--- src/cpu_state_cfg.svh ---
// Constants for the processor architectural state block
`ifndef CPU_STATE_CFG_SVH
`define CPU_STATE_CFG_SVH

// Status word bit positions
`define FLAG_CARRY_BIT 4'h0
`define FLAG_PARITY_BIT 4'h2
`define FLAG_NIBBLE_BIT 4'h4
`define FLAG_ZERO_BIT 4'h6
`define FLAG_SIGN_BIT 4'h7
`define FLAG_STEP_BIT 4'h8
`define FLAG_IENABLE_BIT 4'h9
`define FLAG_DIRECTION_BIT 4'hA
`define FLAG_OVERFLOW_BIT 4'hB
// Implemented bits of the status word; others read zero
`define FLAGS_IMPL_MASK 16'h0FD5
`define FLAGS_RESET 16'h0000

// Register port map (word indices)
`define ADDR_GEN0 5'h00
`define ADDR_SEG0 5'h08
`define ADDR_IP 5'h0C
`define ADDR_FLAGS 5'h0D
`define ADDR_PHYS_LO 5'h0E
`define ADDR_PHYS_HI 5'h0F

// Reset values
`define IP_RESET 16'h0000
`define SEG_RESET 16'h0000
`define CODE_SEG_RESET 16'hFFFF

`endif

--- src/cpu_state_pkg.sv ---
// Types shared by the processor architectural state block
`default_nettype none
package cpu_state_pkg;
  typedef enum logic [3:0] {
    ALU_ADD = 4'h1,
    ALU_SUB = 4'h2,
    ALU_AND = 4'h3,
    ALU_OR = 4'h4,
    ALU_XOR = 4'h5,
    ALU_PASS = 4'h6,
    ALU_NOP = 4'h0
  } alu_op_e;

  typedef enum logic [1:0] {
    SEG_EXTRA = 2'h0,
    SEG_CODE = 2'h1,
    SEG_STACK = 2'h2,
    SEG_DATA = 2'h3
  } seg_sel_e;

  // Operand addressing modes (base/index combinations)
  typedef enum logic [2:0] {
    AM_BX_SI = 3'h0,
    AM_BX_DI = 3'h1,
    AM_BP_SI = 3'h2,
    AM_BP_DI = 3'h3,
    AM_SI = 3'h4,
    AM_DI = 3'h5,
    AM_BP = 3'h6,
    AM_BX = 3'h7
  } addr_mode_e;

  typedef enum logic [2:0] {
    ST_RUN = 3'b001,
    ST_STEP = 3'b010,
    ST_INTR = 3'b100
  } seq_state_e;
endpackage : cpu_state_pkg
`default_nettype wire

--- src/phys_addr_gen.sv ---
// Segment plus offset to 20-bit physical address
`timescale 1ns/1ps
`default_nettype none
module phys_addr_gen #(
  parameter int SEG_W = 16,
  parameter int PHYS_W = 20
) (
  // Inputs
  input wire logic [SEG_W-1:0] segment_base,
  input wire logic [SEG_W-1:0] offset,
  // Result
  output logic [PHYS_W-1:0] phys_addr
);
  if (PHYS_W != SEG_W + 4) begin : width_check_g
    $error("phys_addr_gen: PHYS_W must be SEG_W + 4");
  end

  // Carry out of the top bit is dropped so addresses wrap in 1 MByte
  assign phys_addr = PHYS_W'({segment_base, 4'h0} + {4'h0, offset});
endmodule : phys_addr_gen
`default_nettype wire

--- src/cpu_arch_state.sv ---
// Architectural registers, status flags and segmented address generation
`timescale 1ns/1ps
`default_nettype none
`include "cpu_state_cfg.svh"

module cpu_arch_state #(
  parameter int DATA_W = 16,
  parameter int PHYS_W = 20
) (
  // Clock and reset
  input wire logic clock,
  input wire logic reset,
  // Register port
  input wire logic [4:0] reg_addr,
  input wire logic [15:0] reg_wdata,
  input wire logic reg_write,
  input wire logic reg_read,
  output logic [15:0] reg_rdata,
  // Execution: ALU
  input wire logic exec_valid,
  input wire cpu_state_pkg::alu_op_e exec_op,
  input wire logic exec_byte,
  input wire logic exec_use_carry,
  input wire logic [2:0] exec_dst,
  input wire logic [2:0] exec_src,
  input wire logic exec_src_imm,
  input wire logic [15:0] exec_imm,
  // Execution: sequencing
  input wire logic instr_done,
  input wire logic [15:0] instr_length,
  input wire logic maskable_irq,
  // Execution: string step
  input wire logic string_step,
  input wire logic string_dst_index,
  input wire logic string_word,
  // Execution: memory operand
  input wire logic mem_req,
  input wire cpu_state_pkg::addr_mode_e mem_mode,
  input wire logic [15:0] mem_disp,
  input wire logic seg_override,
  input wire cpu_state_pkg::seg_sel_e seg_override_sel,
  input wire logic fetch_req,
  // Bus interface side
  output logic [PHYS_W-1:0] bus_addr,
  output logic bus_addr_valid,
  // Interrupt entry
  output logic step_trap,
  output logic irq_taken,
  // Flag view
  output logic [15:0] processor_flags_word
);
  import cpu_state_pkg::*;
  if (DATA_W != 16 || PHYS_W != 20) begin : width_check_g
    $error("cpu_arch_state: only 16-bit data and 20-bit address supported");
  end
  // Index 0..7: accumulator, count, data, base, stack ptr, base ptr, src idx, dst idx
  logic [15:0] gen_reg [0:7];
  logic [15:0] seg_reg [0:3];
  logic [15:0] ip_reg;
  logic [15:0] flags_reg;
  logic [15:0] flags_next;
  logic [15:0] rdata_reg;
  logic [PHYS_W-1:0] bus_addr_reg;
  logic bus_valid_reg;
  logic step_trap_reg;
  logic irq_taken_reg;
  seq_state_e state_reg;
  seq_state_e state_next;

  // Byte register view: 0..3 low halves, 4..7 high halves of regs 0..3
  function automatic logic [7:0] read_byte(input logic [2:0] sel,
                                           input logic [15:0] r0, input logic [15:0] r1,
                                           input logic [15:0] r2, input logic [15:0] r3);
    logic [15:0] w;
    w = 16'h0000;
    case (sel[1:0])
      2'h0: w = r0;
      2'h1: w = r1;
      2'h2: w = r2;
      default: w = r3;
    endcase
    read_byte = sel[2] ? w[15:8] : w[7:0];
  endfunction : read_byte

  function automatic logic even_parity(input logic [7:0] v);
    even_parity = ~(^v);
  endfunction : even_parity

  // ALU operands and result
  logic [15:0] op_a;
  logic [15:0] op_b;
  logic [16:0] sum;
  logic [4:0] nib;
  logic [15:0] result;
  logic carry_in;
  logic is_arith;
  logic is_sub;

  always_comb begin
    op_a = exec_byte
      ? {8'h00, read_byte(exec_dst, gen_reg[0], gen_reg[1], gen_reg[2], gen_reg[3])}
      : gen_reg[exec_dst];
    if (exec_src_imm) begin
      op_b = exec_byte ? {8'h00, exec_imm[7:0]} : exec_imm;
    end else begin
      op_b = exec_byte
        ? {8'h00, read_byte(exec_src, gen_reg[0], gen_reg[1], gen_reg[2], gen_reg[3])}
        : gen_reg[exec_src];
    end
    carry_in = exec_use_carry & flags_reg[`FLAG_CARRY_BIT];
    is_sub = (exec_op == ALU_SUB);
    is_arith = (exec_op == ALU_ADD) || is_sub;
    sum = 17'h00000;
    nib = 5'h00;
    case (exec_op)
      ALU_ADD: begin
        sum = {1'b0, op_a} + {1'b0, op_b} + {16'h0000, carry_in};
        nib = {1'b0, op_a[3:0]} + {1'b0, op_b[3:0]} + {4'h0, carry_in};
        result = sum[15:0];
      end
      ALU_SUB: begin
        sum = {1'b0, op_a} - {1'b0, op_b} - {16'h0000, carry_in};
        nib = {1'b0, op_a[3:0]} - {1'b0, op_b[3:0]} - {4'h0, carry_in};
        result = sum[15:0];
      end
      ALU_AND: result = op_a & op_b;
      ALU_OR: result = op_a | op_b;
      ALU_XOR: result = op_a ^ op_b;
      ALU_PASS: result = op_b;
      default: result = op_a;
    endcase
    if (exec_byte) begin
      result = {8'h00, result[7:0]};
    end
  end
  // Flag update from a result; logical ops clear carry and overflow
  logic res_top;
  logic carry_out;
  logic ovf;

  always_comb begin
    res_top = exec_byte ? result[7] : result[15];
    if (exec_byte) begin
      carry_out = sum[8] ^ (op_a[8] ^ op_b[8]);
      ovf = is_sub ? ((op_a[7] ^ op_b[7]) & (op_a[7] ^ result[7]))
                   : (~(op_a[7] ^ op_b[7]) & (op_a[7] ^ result[7]));
    end else begin
      carry_out = sum[16];
      ovf = is_sub ? ((op_a[15] ^ op_b[15]) & (op_a[15] ^ result[15]))
                   : (~(op_a[15] ^ op_b[15]) & (op_a[15] ^ result[15]));
    end
    flags_next = flags_reg;
    if (exec_valid && exec_op != ALU_NOP && exec_op != ALU_PASS) begin
      flags_next[`FLAG_CARRY_BIT] = is_arith & carry_out;
      flags_next[`FLAG_PARITY_BIT] = even_parity(result[7:0]);
      flags_next[`FLAG_NIBBLE_BIT] = is_arith & nib[4];
      flags_next[`FLAG_ZERO_BIT] = (result == 16'h0000);
      flags_next[`FLAG_SIGN_BIT] = res_top;
      flags_next[`FLAG_OVERFLOW_BIT] = is_arith & ovf;
    end
    if (state_reg == ST_STEP) begin
      flags_next[`FLAG_STEP_BIT] = 1'b0;
    end
    if (state_reg == ST_INTR) begin
      flags_next[`FLAG_IENABLE_BIT] = 1'b0;
      flags_next[`FLAG_STEP_BIT] = 1'b0;
    end
    if (reg_write && reg_addr == `ADDR_FLAGS) begin
      flags_next = reg_wdata & `FLAGS_IMPL_MASK;
    end
  end

  always_ff @(posedge clock) begin
    if (reset) begin
      flags_reg <= `FLAGS_RESET;
    end else begin
      flags_reg <= flags_next;
    end
  end

  // General registers: ALU write-back, string index step, software write
  logic [15:0] str_delta;
  logic [2:0] str_idx;
  assign str_delta = string_word ? 16'h0002 : 16'h0001;
  assign str_idx = string_dst_index ? 3'h7 : 3'h6;

  always_ff @(posedge clock) begin
    if (reset) begin
      for (int i = 0; i < 8; i++) begin
        gen_reg[i] <= 16'h0000;
      end
    end else begin
      if (exec_valid && exec_op != ALU_NOP) begin
        if (exec_byte) begin
          if (exec_dst[2]) begin
            gen_reg[exec_dst[1:0]][15:8] <= result[7:0];
          end else begin
            gen_reg[exec_dst[1:0]][7:0] <= result[7:0];
          end
        end else begin
          gen_reg[exec_dst] <= result;
        end
      end
      if (string_step) begin
        if (flags_reg[`FLAG_DIRECTION_BIT]) begin
          gen_reg[str_idx] <= gen_reg[str_idx] - str_delta;
        end else begin
          gen_reg[str_idx] <= gen_reg[str_idx] + str_delta;
        end
      end
      if (reg_write && reg_addr[4:3] == 2'b00) begin
        gen_reg[reg_addr[2:0]] <= reg_wdata;
      end
    end
  end

  always_ff @(posedge clock) begin
    if (reset) begin
      for (int i = 0; i < 4; i++) begin
        seg_reg[i] <= (i == 1) ? `CODE_SEG_RESET : `SEG_RESET;
      end
    end else if (reg_write && reg_addr[4:2] == 3'b010) begin
      seg_reg[reg_addr[1:0]] <= reg_wdata;
    end
  end
  // Instruction pointer advances past each completed instruction
  always_ff @(posedge clock) begin
    if (reset) begin
      ip_reg <= `IP_RESET;
    end else if (reg_write && reg_addr == `ADDR_IP) begin
      ip_reg <= reg_wdata;
    end else if (instr_done) begin
      ip_reg <= ip_reg + instr_length;
    end
  end
  // Interrupt sequencing; single step takes priority over maskable
  always_comb begin
    state_next = ST_RUN;
    case (state_reg)
      ST_RUN: begin
        if (instr_done && flags_reg[`FLAG_STEP_BIT]) begin
          state_next = ST_STEP;
        end else if (instr_done && maskable_irq && flags_reg[`FLAG_IENABLE_BIT]) begin
          state_next = ST_INTR;
        end
      end
      ST_STEP: state_next = ST_RUN;
      ST_INTR: state_next = ST_RUN;
      default: state_next = ST_RUN;
    endcase
  end

  always_ff @(posedge clock) begin
    if (reset) begin
      state_reg <= ST_RUN;
      step_trap_reg <= 1'b0;
      irq_taken_reg <= 1'b0;
    end else begin
      state_reg <= state_next;
      step_trap_reg <= (state_next == ST_STEP);
      irq_taken_reg <= (state_next == ST_INTR);
    end
  end

  // Effective offset from base and index registers
  logic [15:0] eff_offset;
  seg_sel_e seg_sel;
  logic [15:0] seg_base;
  logic [15:0] addr_offset;
  logic [PHYS_W-1:0] phys;

  always_comb begin
    case (mem_mode)
      AM_BX_SI: eff_offset = gen_reg[3] + gen_reg[6];
      AM_BX_DI: eff_offset = gen_reg[3] + gen_reg[7];
      AM_BP_SI: eff_offset = gen_reg[5] + gen_reg[6];
      AM_BP_DI: eff_offset = gen_reg[5] + gen_reg[7];
      AM_SI: eff_offset = gen_reg[6];
      AM_DI: eff_offset = gen_reg[7];
      AM_BP: eff_offset = gen_reg[5];
      default: eff_offset = gen_reg[3];
    endcase
    // Offset stays 16 bits, so a segment never exceeds 64K bytes
    eff_offset = eff_offset + mem_disp;
    if (fetch_req) begin
      seg_sel = SEG_CODE;
      addr_offset = ip_reg;
    end else begin
      addr_offset = eff_offset;
      if (seg_override) begin
        seg_sel = seg_override_sel;
      end else if (mem_mode == AM_BP_SI || mem_mode == AM_BP_DI || mem_mode == AM_BP) begin
        seg_sel = SEG_STACK;
      end else begin
        seg_sel = SEG_DATA;
      end
    end
    seg_base = seg_reg[seg_sel];
  end

  phys_addr_gen #(.SEG_W(16), .PHYS_W(PHYS_W)) u_addr (.segment_base(seg_base),
    .offset(addr_offset), .phys_addr(phys));

  always_ff @(posedge clock) begin
    if (reset) begin
      bus_addr_reg <= '0;
      bus_valid_reg <= 1'b0;
    end else begin
      bus_valid_reg <= mem_req | fetch_req;
      if (mem_req || fetch_req) begin
        bus_addr_reg <= phys;
      end
    end
  end
  // Read port; unmapped addresses return zero
  always_ff @(posedge clock) begin
    if (reset) begin
      rdata_reg <= 16'h0000;
    end else if (reg_read) begin
      if (reg_addr[4:3] == 2'b00) begin
        rdata_reg <= gen_reg[reg_addr[2:0]];
      end else if (reg_addr[4:2] == 3'b010) begin
        rdata_reg <= seg_reg[reg_addr[1:0]];
      end else if (reg_addr == `ADDR_IP) begin
        rdata_reg <= ip_reg;
      end else if (reg_addr == `ADDR_FLAGS) begin
        rdata_reg <= flags_reg;
      end else if (reg_addr == `ADDR_PHYS_LO) begin
        rdata_reg <= bus_addr_reg[15:0];
      end else if (reg_addr == `ADDR_PHYS_HI) begin
        rdata_reg <= {12'h000, bus_addr_reg[19:16]};
      end else begin
        rdata_reg <= 16'h0000;
      end
    end
  end

  assign reg_rdata = rdata_reg;
  assign bus_addr = bus_addr_reg;
  assign bus_addr_valid = bus_valid_reg;
  assign step_trap = step_trap_reg;
  assign irq_taken = irq_taken_reg;
  assign processor_flags_word = flags_reg;
endmodule : cpu_arch_state
`default_nettype wire

--- config.mk ---
export PLATFORM = sky130hd
export DESIGN_NAME = cpu_arch_state
export DESIGN_NICKNAME = d
export VERILOG_FILES = /design/src/cpu_state_pkg.sv /design/src/phys_addr_gen.sv /design/src/cpu_arch_state.sv
export VERILOG_INCLUDE_DIRS = /design/src /design/src/src
export SDC_FILE = /design/constraint.sdc
export NUM_CORES = 1
export LEC_CHECK = 0
export BUFFER_PORTS_ARGS = -buffer_cell sky130_fd_sc_hd__buf_2
export CAP_MARGIN = 40
export CORE_MARGIN = 1.5
export CORE_UTILIZATION = 55
export CTS_CLUSTER_SIZE = 14
export DETAILED_ROUTE_END_ITERATION = 12
export PLACE_DENSITY = 0.71
export REMOVE_ABC_BUFFERS = 1
export SLEW_MARGIN = 20
export SYNTH_ARGS = -nofsm -noshare
export SYNTH_HDL_FRONTEND = slang
export SYNTH_SLANG_ARGS = --single-unit
--- constraint.sdc ---
create_clock -name clock -period 9.09 [get_ports clock]
set_input_delay 0.4545 -clock clock [delete_from_list [all_inputs] [get_ports clock]]
set_output_delay 0.4545 -clock clock [all_outputs]
set_load 0.005 [all_outputs]
## After elaboration in Yosys (flattened, before gate mapping)

Memories as Yosys holds them, arrays and structs flattened.
Cells that the tools add are included.

- Add/sub/neg operators: 17
- Equal/unequal tests: 27
- Mux-type cells: 89
- Bitwise gates (word level): 22
- Reductions and logical operators: 29

Operators by type and width:

| cell | count |
|---|---|
| 2-to-1 mux 16 bit | 19 |
| case mux 16 bit (7 select lines) | 1 |
| adder 16 bit | 6 |
| case mux 16 bit (3 select lines) | 2 |
| case mux 16 bit (6 select lines) | 1 |
| OR reduction 16 bit | 5 |
| 2-to-1 mux 1 bit | 45 |
| case mux 17 bit (2 select lines) | 1 |
| 2-to-1 mux 3 bit | 7 |
| adder 20 x 16 -> 20 bit | 1 |
| == test 5 x 4 -> 1 bit, second input constant | 4 |
| adder 16 x 16 -> 17 bit | 1 |
| adder 17 x 1 -> 17 bit | 1 |
| subtractor 16 x 16 -> 17 bit | 1 |
| subtractor 17 x 1 -> 17 bit | 1 |
| adder 16 x 2 -> 16 bit | 1 |
| bitwise AND 16 bit | 1 |
| zero test 16 bit | 1 |
| 2-to-1 mux 2 bit | 8 |
| 2-to-1 mux 8 bit | 2 |
| OR 16 bit | 1 |
| subtractor 16 x 2 -> 16 bit | 1 |
| bitwise XOR 16 bit | 1 |
| == test 3 x 2 -> 1 bit, second input constant | 5 |
| other kinds (27) | 67 |

- Bits in registers: 67
- Bits in writable memories: 192
- Input port bits: 100
- Output and inout port bits: 55
- Logic and storage cells: 197
- Memories: 2

Memory list:

| name | depth | width | read ports | clocked after Yosys merged registers in | write ports | line | text |
|---|---|---|---|---|---|---|---|
| gen_reg | 8 | 16 | 11 | 0 | 8 | cpu_arch_state.sv:57 | `logic [15:0] gen_reg [0:7];` |
| seg_reg | 4 | 16 | 2 | 0 | 4 | cpu_arch_state.sv:58 | `logic [15:0] seg_reg [0:3];` |

## Logic depth before layout (Yosys ltp)

Gate-level depths: netlist of the first run.

- Word-level depth: 16
- Depth in mapped cells: 34
- Gate-level depth less buffers: 32

## Cells and area by module

Synthesis of the first run repeated with hierarchy kept, for this count alone.

- Cells, all modules: 2618
- Area total of the unflattened synthesis: 24427.2 sq um

By module, submodules not included:

| module | instances | cells an instance | area an instance (sq um) |
|---|---|---|---|
| cpu_arch_state | 1 | 2528 | 23751.5 |
| phys_addr_gen | 1 | 90 | 675.6 |

## Worst setup path before layout of the first run

OpenSTA, ideal clock, no wires.

- Path kind: in2reg
- Start point: input port mem_mode[2]
- End point: register bus_addr_reg[19] (netlist: bus_addr[19])
- Library setup time: 0.086 ns
- Arrival: 7.019 ns
- Required time: 9.004 ns
- Path slack: 1.986 ns
- Cell stages on the path: 32
- Cells stage by stage: clkbuf_1 -> nor2_1 -> and2_1 -> clkbuf_1 -> buf_1 -> mux2_2 -> fa_1 -> a21o_1 -> a21oi_1 -> o21bai_1 -> a2111oi_0 -> nor2_1 -> a21o_1 -> a211oi_1 -> nor4_1 -> o22a_1 -> ha_1 -> a21oi_1 -> nor3b_1 -> o211ai_1 -> a31o_2 -> a21oi_1 -> xnor2_1 -> xnor2_1 -> o21ai_0 -> ha_1 -> nor2_1 -> nor2_1 -> o21ai_0 -> nor4_1 -> xnor2_1 -> a211oi_1

- Cells in the longest elaborated chain, start to end: 8
- Elaborated cells on any way between the ends: 17

Ends and longest elaborated chain:

| what | line | text |
|---|---|---|
| start, declared | cpu_arch_state.sv:38 | `input wire cpu_state_pkg::addr_mode_e mem_mode,` |
| branches (longest 7 deep; another with adder 16 bit) | -- |  |
| adder 20 x 16 -> 20 bit * | phys_addr_gen.sv:19 | `assign phys_addr = PHYS_W'({segment_base, 4'h0} + {4'h0, offset});` |
| end signal, assigned | cpu_arch_state.sv:311 | `bus_addr_reg <= phys;` |
| end, declared | cpu_arch_state.sv:63 | `logic [PHYS_W-1:0] bus_addr_reg;` |

Every way passes the cells marked *.
A chain may end at the register's enable or synchronous reset.

## Worst setup path in the final report of the first run

- Start point: input port mem_mode[0]
- End point: register bus_addr_reg[19] (netlist: bus_addr[19])

The elaborated chain is that of the path after synthesis.

==> results of run 1 <==
-- power groups by stage --
stage / Combinational (µW) / Sequential, µW / Clock, µW
after global placement: 1530 / 1490 / 0
after detailed placement: 1580 / 1500 / 0
after global routing: 1750 / 1490 / 1330
after CTS: 1590 / 1480 / 1290
final: 1640 / 1480 / 1300
after floorplan: 1050 / 1450 / 0
-- cells in the mapped netlist, types with 63 or more instances --
cell type and instances:
dfxtp_1 66, edfxtp_1 192, mux4_2 135, clkbuf_1 135
o21ai_0 192, a21oi_1 141, nor2_1 246, mux2i_1 77
nand2_1 267, mux2_2 74, ha_1 153, inv_1 114
xnor2_1 63
-- final timing paths --
| check | from | slack [ns] | depth (start not counted) | to |
|---|---|---|---|---|
| worst max-delay path | mem_mode[0] | 1.53 | 31 | bus_addr[19]$_SDFFE_PP0P_ |
| worst min-delay path | maskable_irq | 0.14 | 3 | irq_taken$_SDFF_PP0_ |
| worst max register to register | gen_reg[3][0]$_DFFE_PP_ | 2.20 | 27 | bus_addr[19]$_SDFFE_PP0P_ |
| worst min register to register | bus_addr[11]$_SDFFE_PP0P_ | 0.49 | 2 | bus_addr[11]$_SDFFE_PP0P_ |
-- cells by family after synthesis --
group / share of synthesized area (%)
AOI/OAI and AO/OA: 18.2
xor gates and xnor gates: 3.61
adders and majority gates: 8.88
buffers and inverters: 5.12
DFF: 29.8
muxes: 19.5
other: 0.0158
and+or+nand+nor: 14.9
-- layout make-up --
cell class / count / share of cell area [%]
Inverter: 114 / 1.64
Tap cell: 585 / 2.80
Timing Repair Buffer: 214 / 5.05
Clock buffer: 35 / 3.02
Clock inverter: 21 / 0.909
Multi-Input combinational cell: 1996 / 59.5
Sequential cell: 258 / 27.1
-- worst max-delay path, delay by kind of cell --
| family | cells | cell delay (ns) |
|---|---|---|
| AOI/OAI and AO/OA | 14 | 3.32 |
| and+or+nand+nor | 7 | 1.84 |
| adders and majority gates | 4 | 1.24 |
| xor gates and xnor gates | 3 | 0.43 |
| buffers and inverters | 2 | 0.41 |
| muxes | 1 | 0.37 |
-- metrics by stage --
| step | instance area, µm² | utilization, % | instances | power, µW |
|---|---|---|---|---|
| 6_report | 26200 | 61.0 | 3223 | 4420 |
| 5_1_grt | 26200 | 61.0 | 3223 | 4570 |
| 4_1_cts | 26100 | 60.9 | 3218 | 4350 |
| 3_5_place_dp | 25100 | 58.5 | 3162 | 3080 |
| 3_3_place_gp | 24900 | 58.0 | 3143 | 3030 |
| 2_1_floorplan | 23000 | - | 2368 | 2490 |
-- metal layers --
| metal | global-route usage [%] | vias to the layer above |
|---|---|---|
| li1 | - | 9675 |
| met1 | 53.7 | 11003 |
| met2 | 60.6 | 1595 |
| met3 | 12.3 | 339 |
| met4 | 21.0 | 4 |
| met5 | 0 | - |
==> impl_metrics.tcl, run 1 <==
set metrics [dict create \
    cap_violations 0 \
    vdd_drop_max_v 0.000145 \
    max_freq_mhz 132 \
    wl_met2_mm 39.5 \
    clkTransAtPathRegs_ns 0.06 \
    drt_pass1_iterations 9 \
    tightest_slew_ns 0.948 \
    area_delta_synth_final_pct 9.88 \
    cts_buffer_depth 3 \
    placementRows 76 \
    routedWlPerCell_um 28.4 \
    maxSlewViolCount 0 \
    vias 22616 \
    netlist_instances 2548 \
    drt_iter0_drc 3189 \
    seq_area_frac_synth_pct 29.8 \
    synth_top_area_cell "edfxtp_1" \
    wl_met1_mm 33.5 \
    cts_resized 0 \
    period_minus_slack_ns 7.56 \
    min_period_over_period_pct 83.1 \
    yosysTopAreaCellShare_pct 24.2 \
    grt_overflow 0 \
    share_comb_of_total_power_pct 37.1 \
    mostFrequentLayoutCells "nand2_1, nor2_1, edfxtp_1" \
    multi_input_area_um2 15600 \
    tritoncts "yes" \
    synthArstFlopShare_pct 0 \
    swShare_pct 36.9 \
    io_pins 155 \
    finClkSkew_ns 0.0172 \
    max_stage_delay_ns 0.73 \
    gp_congestion 1.03 \
    final_common_cell "nand2_1" \
    grt_max_degree 48 \
    internal_power_uw 2790 \
    die_h_um 211 \
    status "complete, no violations" \
    drive_gt1_share_pct 19.6 \
    pre_cts_slack_ns 1.14 \
    nNetsFinal 2877 \
    hpwl_mm 69.2 \
    vias_per_cell 7.02 \
    numClockSinks 258 \
    worstSkewPairLatency_ns 0.60 \
    dr.max_layer_used "met5" \
    rsz0062_at_grt "no" \
    pwr-share-seq_pct 33.6 \
    crit_required_ns 9.60 \
    setup_viol 0 \
    yosys_warnings 0 \
    routed_wl_mm 91.6 \
    fill_cells 3695 \
    cts_buffers 30 \
    crit_path_end_kind "flip-flop" \
    clkPwrFrac_pct 29.4 \
    h-tree-depth 1 \
    crit_path_top_delay_cell "a2111oi_0" \
    power.leakage_uw 0.0105 \
    largest_reg_flops 128 \
    worstHoldPathType "primary input to flip-flop" \
    seq_area_um2 7090 \
    cts_hold_buf 0 \
    drc 0 \
    synthTopCellsByArea "edfxtp_1, mux4_2, ha_1, dfxtp_1, nand2_1" \
    yosys_register_bits 258 \
    hold_viol 0 \
    grt_usage_pct 40.8 \
    path_class "primary input to flip-flop" \
    hold_slack_ns 0.144 \
    syn_area_um2 23800 \
    num_antenna_cells 0 \
    power.density_nw_per_um2 169 \
    tns_ns 0 \
    worst_slack_ns 1.53 \
    synth_edf_count 192 \
    crit_fanout 17 \
    start_util_pct 55.5 \
    cts-root-buf "clkbuf_16" \
    wl_met3_mm 12.9 \
    synth_ff_type "edfxtp_1" \
    grt_pass1_vias 21027 \
    postCtsSetupBuffers 0 \
    arrival_ns 8.07 \
    core_area_um2 42900 \
    dieArea_um2 44500 \
    syn_avg_cell_area_um2 9.34 \
    power.switching_uw 1630 \
    grt_pass1_wl_mm 134 \
    die_w_um 211 \
    start_kind "primary input" \
    io_buffers 147 \
    ant_nets 0 \
    antenna_found_initial 5 \
    maxSlewHeadroom_pct 36.6 \
    synth.distinct_cells 84 \
]
(Power assumes the default switching activity.)
==> run 2: changes to the inputs <==
==> constraint.sdc (replaced) <==
create_clock -name clock -period 7.68 [get_ports clock]
set_input_delay 0.384 -clock clock [delete_from_list [all_inputs] [get_ports clock]]
set_output_delay 0.384 -clock clock [all_outputs]
set_load 0.005 [all_outputs]
==> run 2 against run 1 <==
Count of clock-buffer cells in the layout is 4 higher. Sequential cell count stayed put. First-iteration DRC count is 2.9% higher. Worst setup slack worse by 0.78 ns. Sequential power is 18% higher. Critical path depth is 3 lower. Sequential share of layout area hardly changed. Cell area is 0.16% higher. Highest routed layer unchanged. Via count is 0.57% lower. Combinational power is 18% higher.
==> impl_metrics.tcl, run 2 (synthesis gave the netlist of run 1 again) <==
set metrics [dict create \
    crit_path_end_kind "flip-flop" \
    tightest_slew_ns 0.890 \
    drt_pass1_iterations 8 \
    io_buffers 147 \
    nNetsFinal 2885 \
    drive_gt1_share_pct 19.7 \
    dieArea_um2 44500 \
    cts_resized 0 \
    die_h_um 211 \
    worstSkewPairLatency_ns 0.61 \
    mostFrequentLayoutCells "nand2_1, nor2_1, edfxtp_1" \
    worstHoldPathType "primary input to flip-flop" \
    clkTransAtPathRegs_ns 0.07 \
    io_pins 155 \
    grt_pass1_wl_mm 137 \
    cts_hold_buf 0 \
    drc 0 \
    cap_violations 0 \
    vias 22488 \
    start_util_pct 55.5 \
    hpwl_mm 70.2 \
    grt_overflow 0 \
    status "complete, no violations" \
    finClkSkew_ns 0.0228 \
    rsz0062_at_grt "no" \
    arrival_ns 7.44 \
    pre_cts_slack_ns 0.324 \
    setup_viol 0 \
    antenna_found_initial 4 \
    holdPathEnd "irq_taken$_SDFF_PP0_" \
    tns_ns 0 \
    gp_congestion 1.05 \
    ant_nets 0 \
    reg2reg_slack_ns 0.75 \
    crit_path_top_delay_cell "a2111oi_0" \
    cts_buffer_depth 3 \
    max_freq_mhz 144 \
    min_period_over_period_pct 90.3 \
    grt_usage_pct 41.4 \
    path_class "flip-flop to flip-flop" \
    timing.rr.end "bus_addr[19]$_SDFFE_PP0P_" \
    power.density_nw_per_um2 197 \
    vdd_drop_max_v 0.000177 \
    routed_wl_mm 92.3 \
    area_delta_synth_final_pct 10.1 \
    hold_viol 0 \
    hold_slack_ns 0.0587 \
    cts-root-buf "clkbuf_16" \
    cts_buffers 29 \
    h-tree-depth 1 \
    tritoncts "yes" \
    die_w_um 211 \
    hp-start "maskable_irq" \
    crit_required_ns 8.19 \
    maxSlewHeadroom_pct 40.6 \
    power.leakage_uw 0.0105 \
    max_stage_delay_ns 0.66 \
    core_area_um2 42900 \
    routedWlPerCell_um 28.6 \
    crit_fanout 6 \
    r2r_cells 28 \
    grt_max_degree 63 \
    largest_reg_flops 128 \
    numClockSinks 258 \
    placementRows 76 \
    maxSlewViolCount 0 \
    worst_slack_ns 0.748 \
    rr_startpoint "gen_reg[3][0]$_DFFE_PP_" \
    postCtsSetupBuffers 0 \
    start_kind "flip-flop" \
    final_common_cell "nand2_1" \
    vias_per_cell 6.96 \
    grt_pass1_vias 21604 \
    period_minus_slack_ns 6.93 \
    holdPathStages 3 \
    drt_iter0_drc 3280 \
]
==> run 2: cell count changes in the layout (fill, tap and decap cells not counted), sizes merged <==
| cell | delta |
|---|---|
| buf | +10 |
| bufinv | -2 |
| clkbuf | +3 |
| clkinv | -2 |
| clkinvlp | -2 |
| diode | +2 |
==> run 2: layout make-up <==
cell class,instances,area [µm²]
fill,3664,16700
multi-input combinational,1996,15600
sequential,258,7090
timing repair buffer,223,1390
clock buffer,39,825
tap,585,732
inverter,114,428
clock inverter,15,169
antenna,2,5.00
==> run 2: critical path, delay by kind of cell (launching register included) <==
family          cells  cell delay, ns
flops               1            0.50
mux                 1            0.31
compound gates     14            3.18
fa+ha+maj           4            1.36
xor+xnor            3            0.44
simple gates        6            1.03
==> run 2: how the worst max path moves through the flow <==
stage,from,endpoint,slack (ns),cells after the start
after floorplan,mem_mode[0],bus_addr[19]$_SDFFE_PP0P_,0.86,30
after global placement,mem_mode[0],bus_addr[19]$_SDFFE_PP0P_,0.53,30
after detailed placement,mem_mode[0],bus_addr[19]$_SDFFE_PP0P_,0.32,31
after CTS,gen_reg[3][0]$_DFFE_PP_,bus_addr[19]$_SDFFE_PP0P_,0.81,28
after global routing,gen_reg[3][0]$_DFFE_PP_,bus_addr[19]$_SDFFE_PP0P_,0.22,28
final,gen_reg[3][0]$_DFFE_PP_,bus_addr[19]$_SDFFE_PP0P_,0.75,28
==> run 2: metrics by stage <==
step	total power (µW)	instance area, µm²	cells	util (%)
global placement	3590	24900	3151	58.1
floorplan	2950	23000	2368	-
detailed placement	3650	25100	3170	58.6
CTS	5100	26100	3224	60.9
finish	5170	26200	3232	61.1
global route	5360	26200	3231	61.1
==> run 2: power breakdown <==
part / internal (µW) / total [µW] / switching [µW]
Clock: 855 / 1470 / 618
Sequential: 1610 / 1750 / 141
Combinational: 790 / 1940 / 1150
Total: 3260 / 5170 / 1910
==> run 2: routing by layer <==
metal  wire, µm  share of wire [%]  global-route usage (%)  vias to the layer above
met2      39800                 43                    61.6                     1648
met3      13000                 14                    11.9                      315
met4       5840                6.3                    22.0                        4
met5         26              0.028                       0                        -
li1           -                  -                       -                     9688
met1      33700                 37                    54.5                    10833
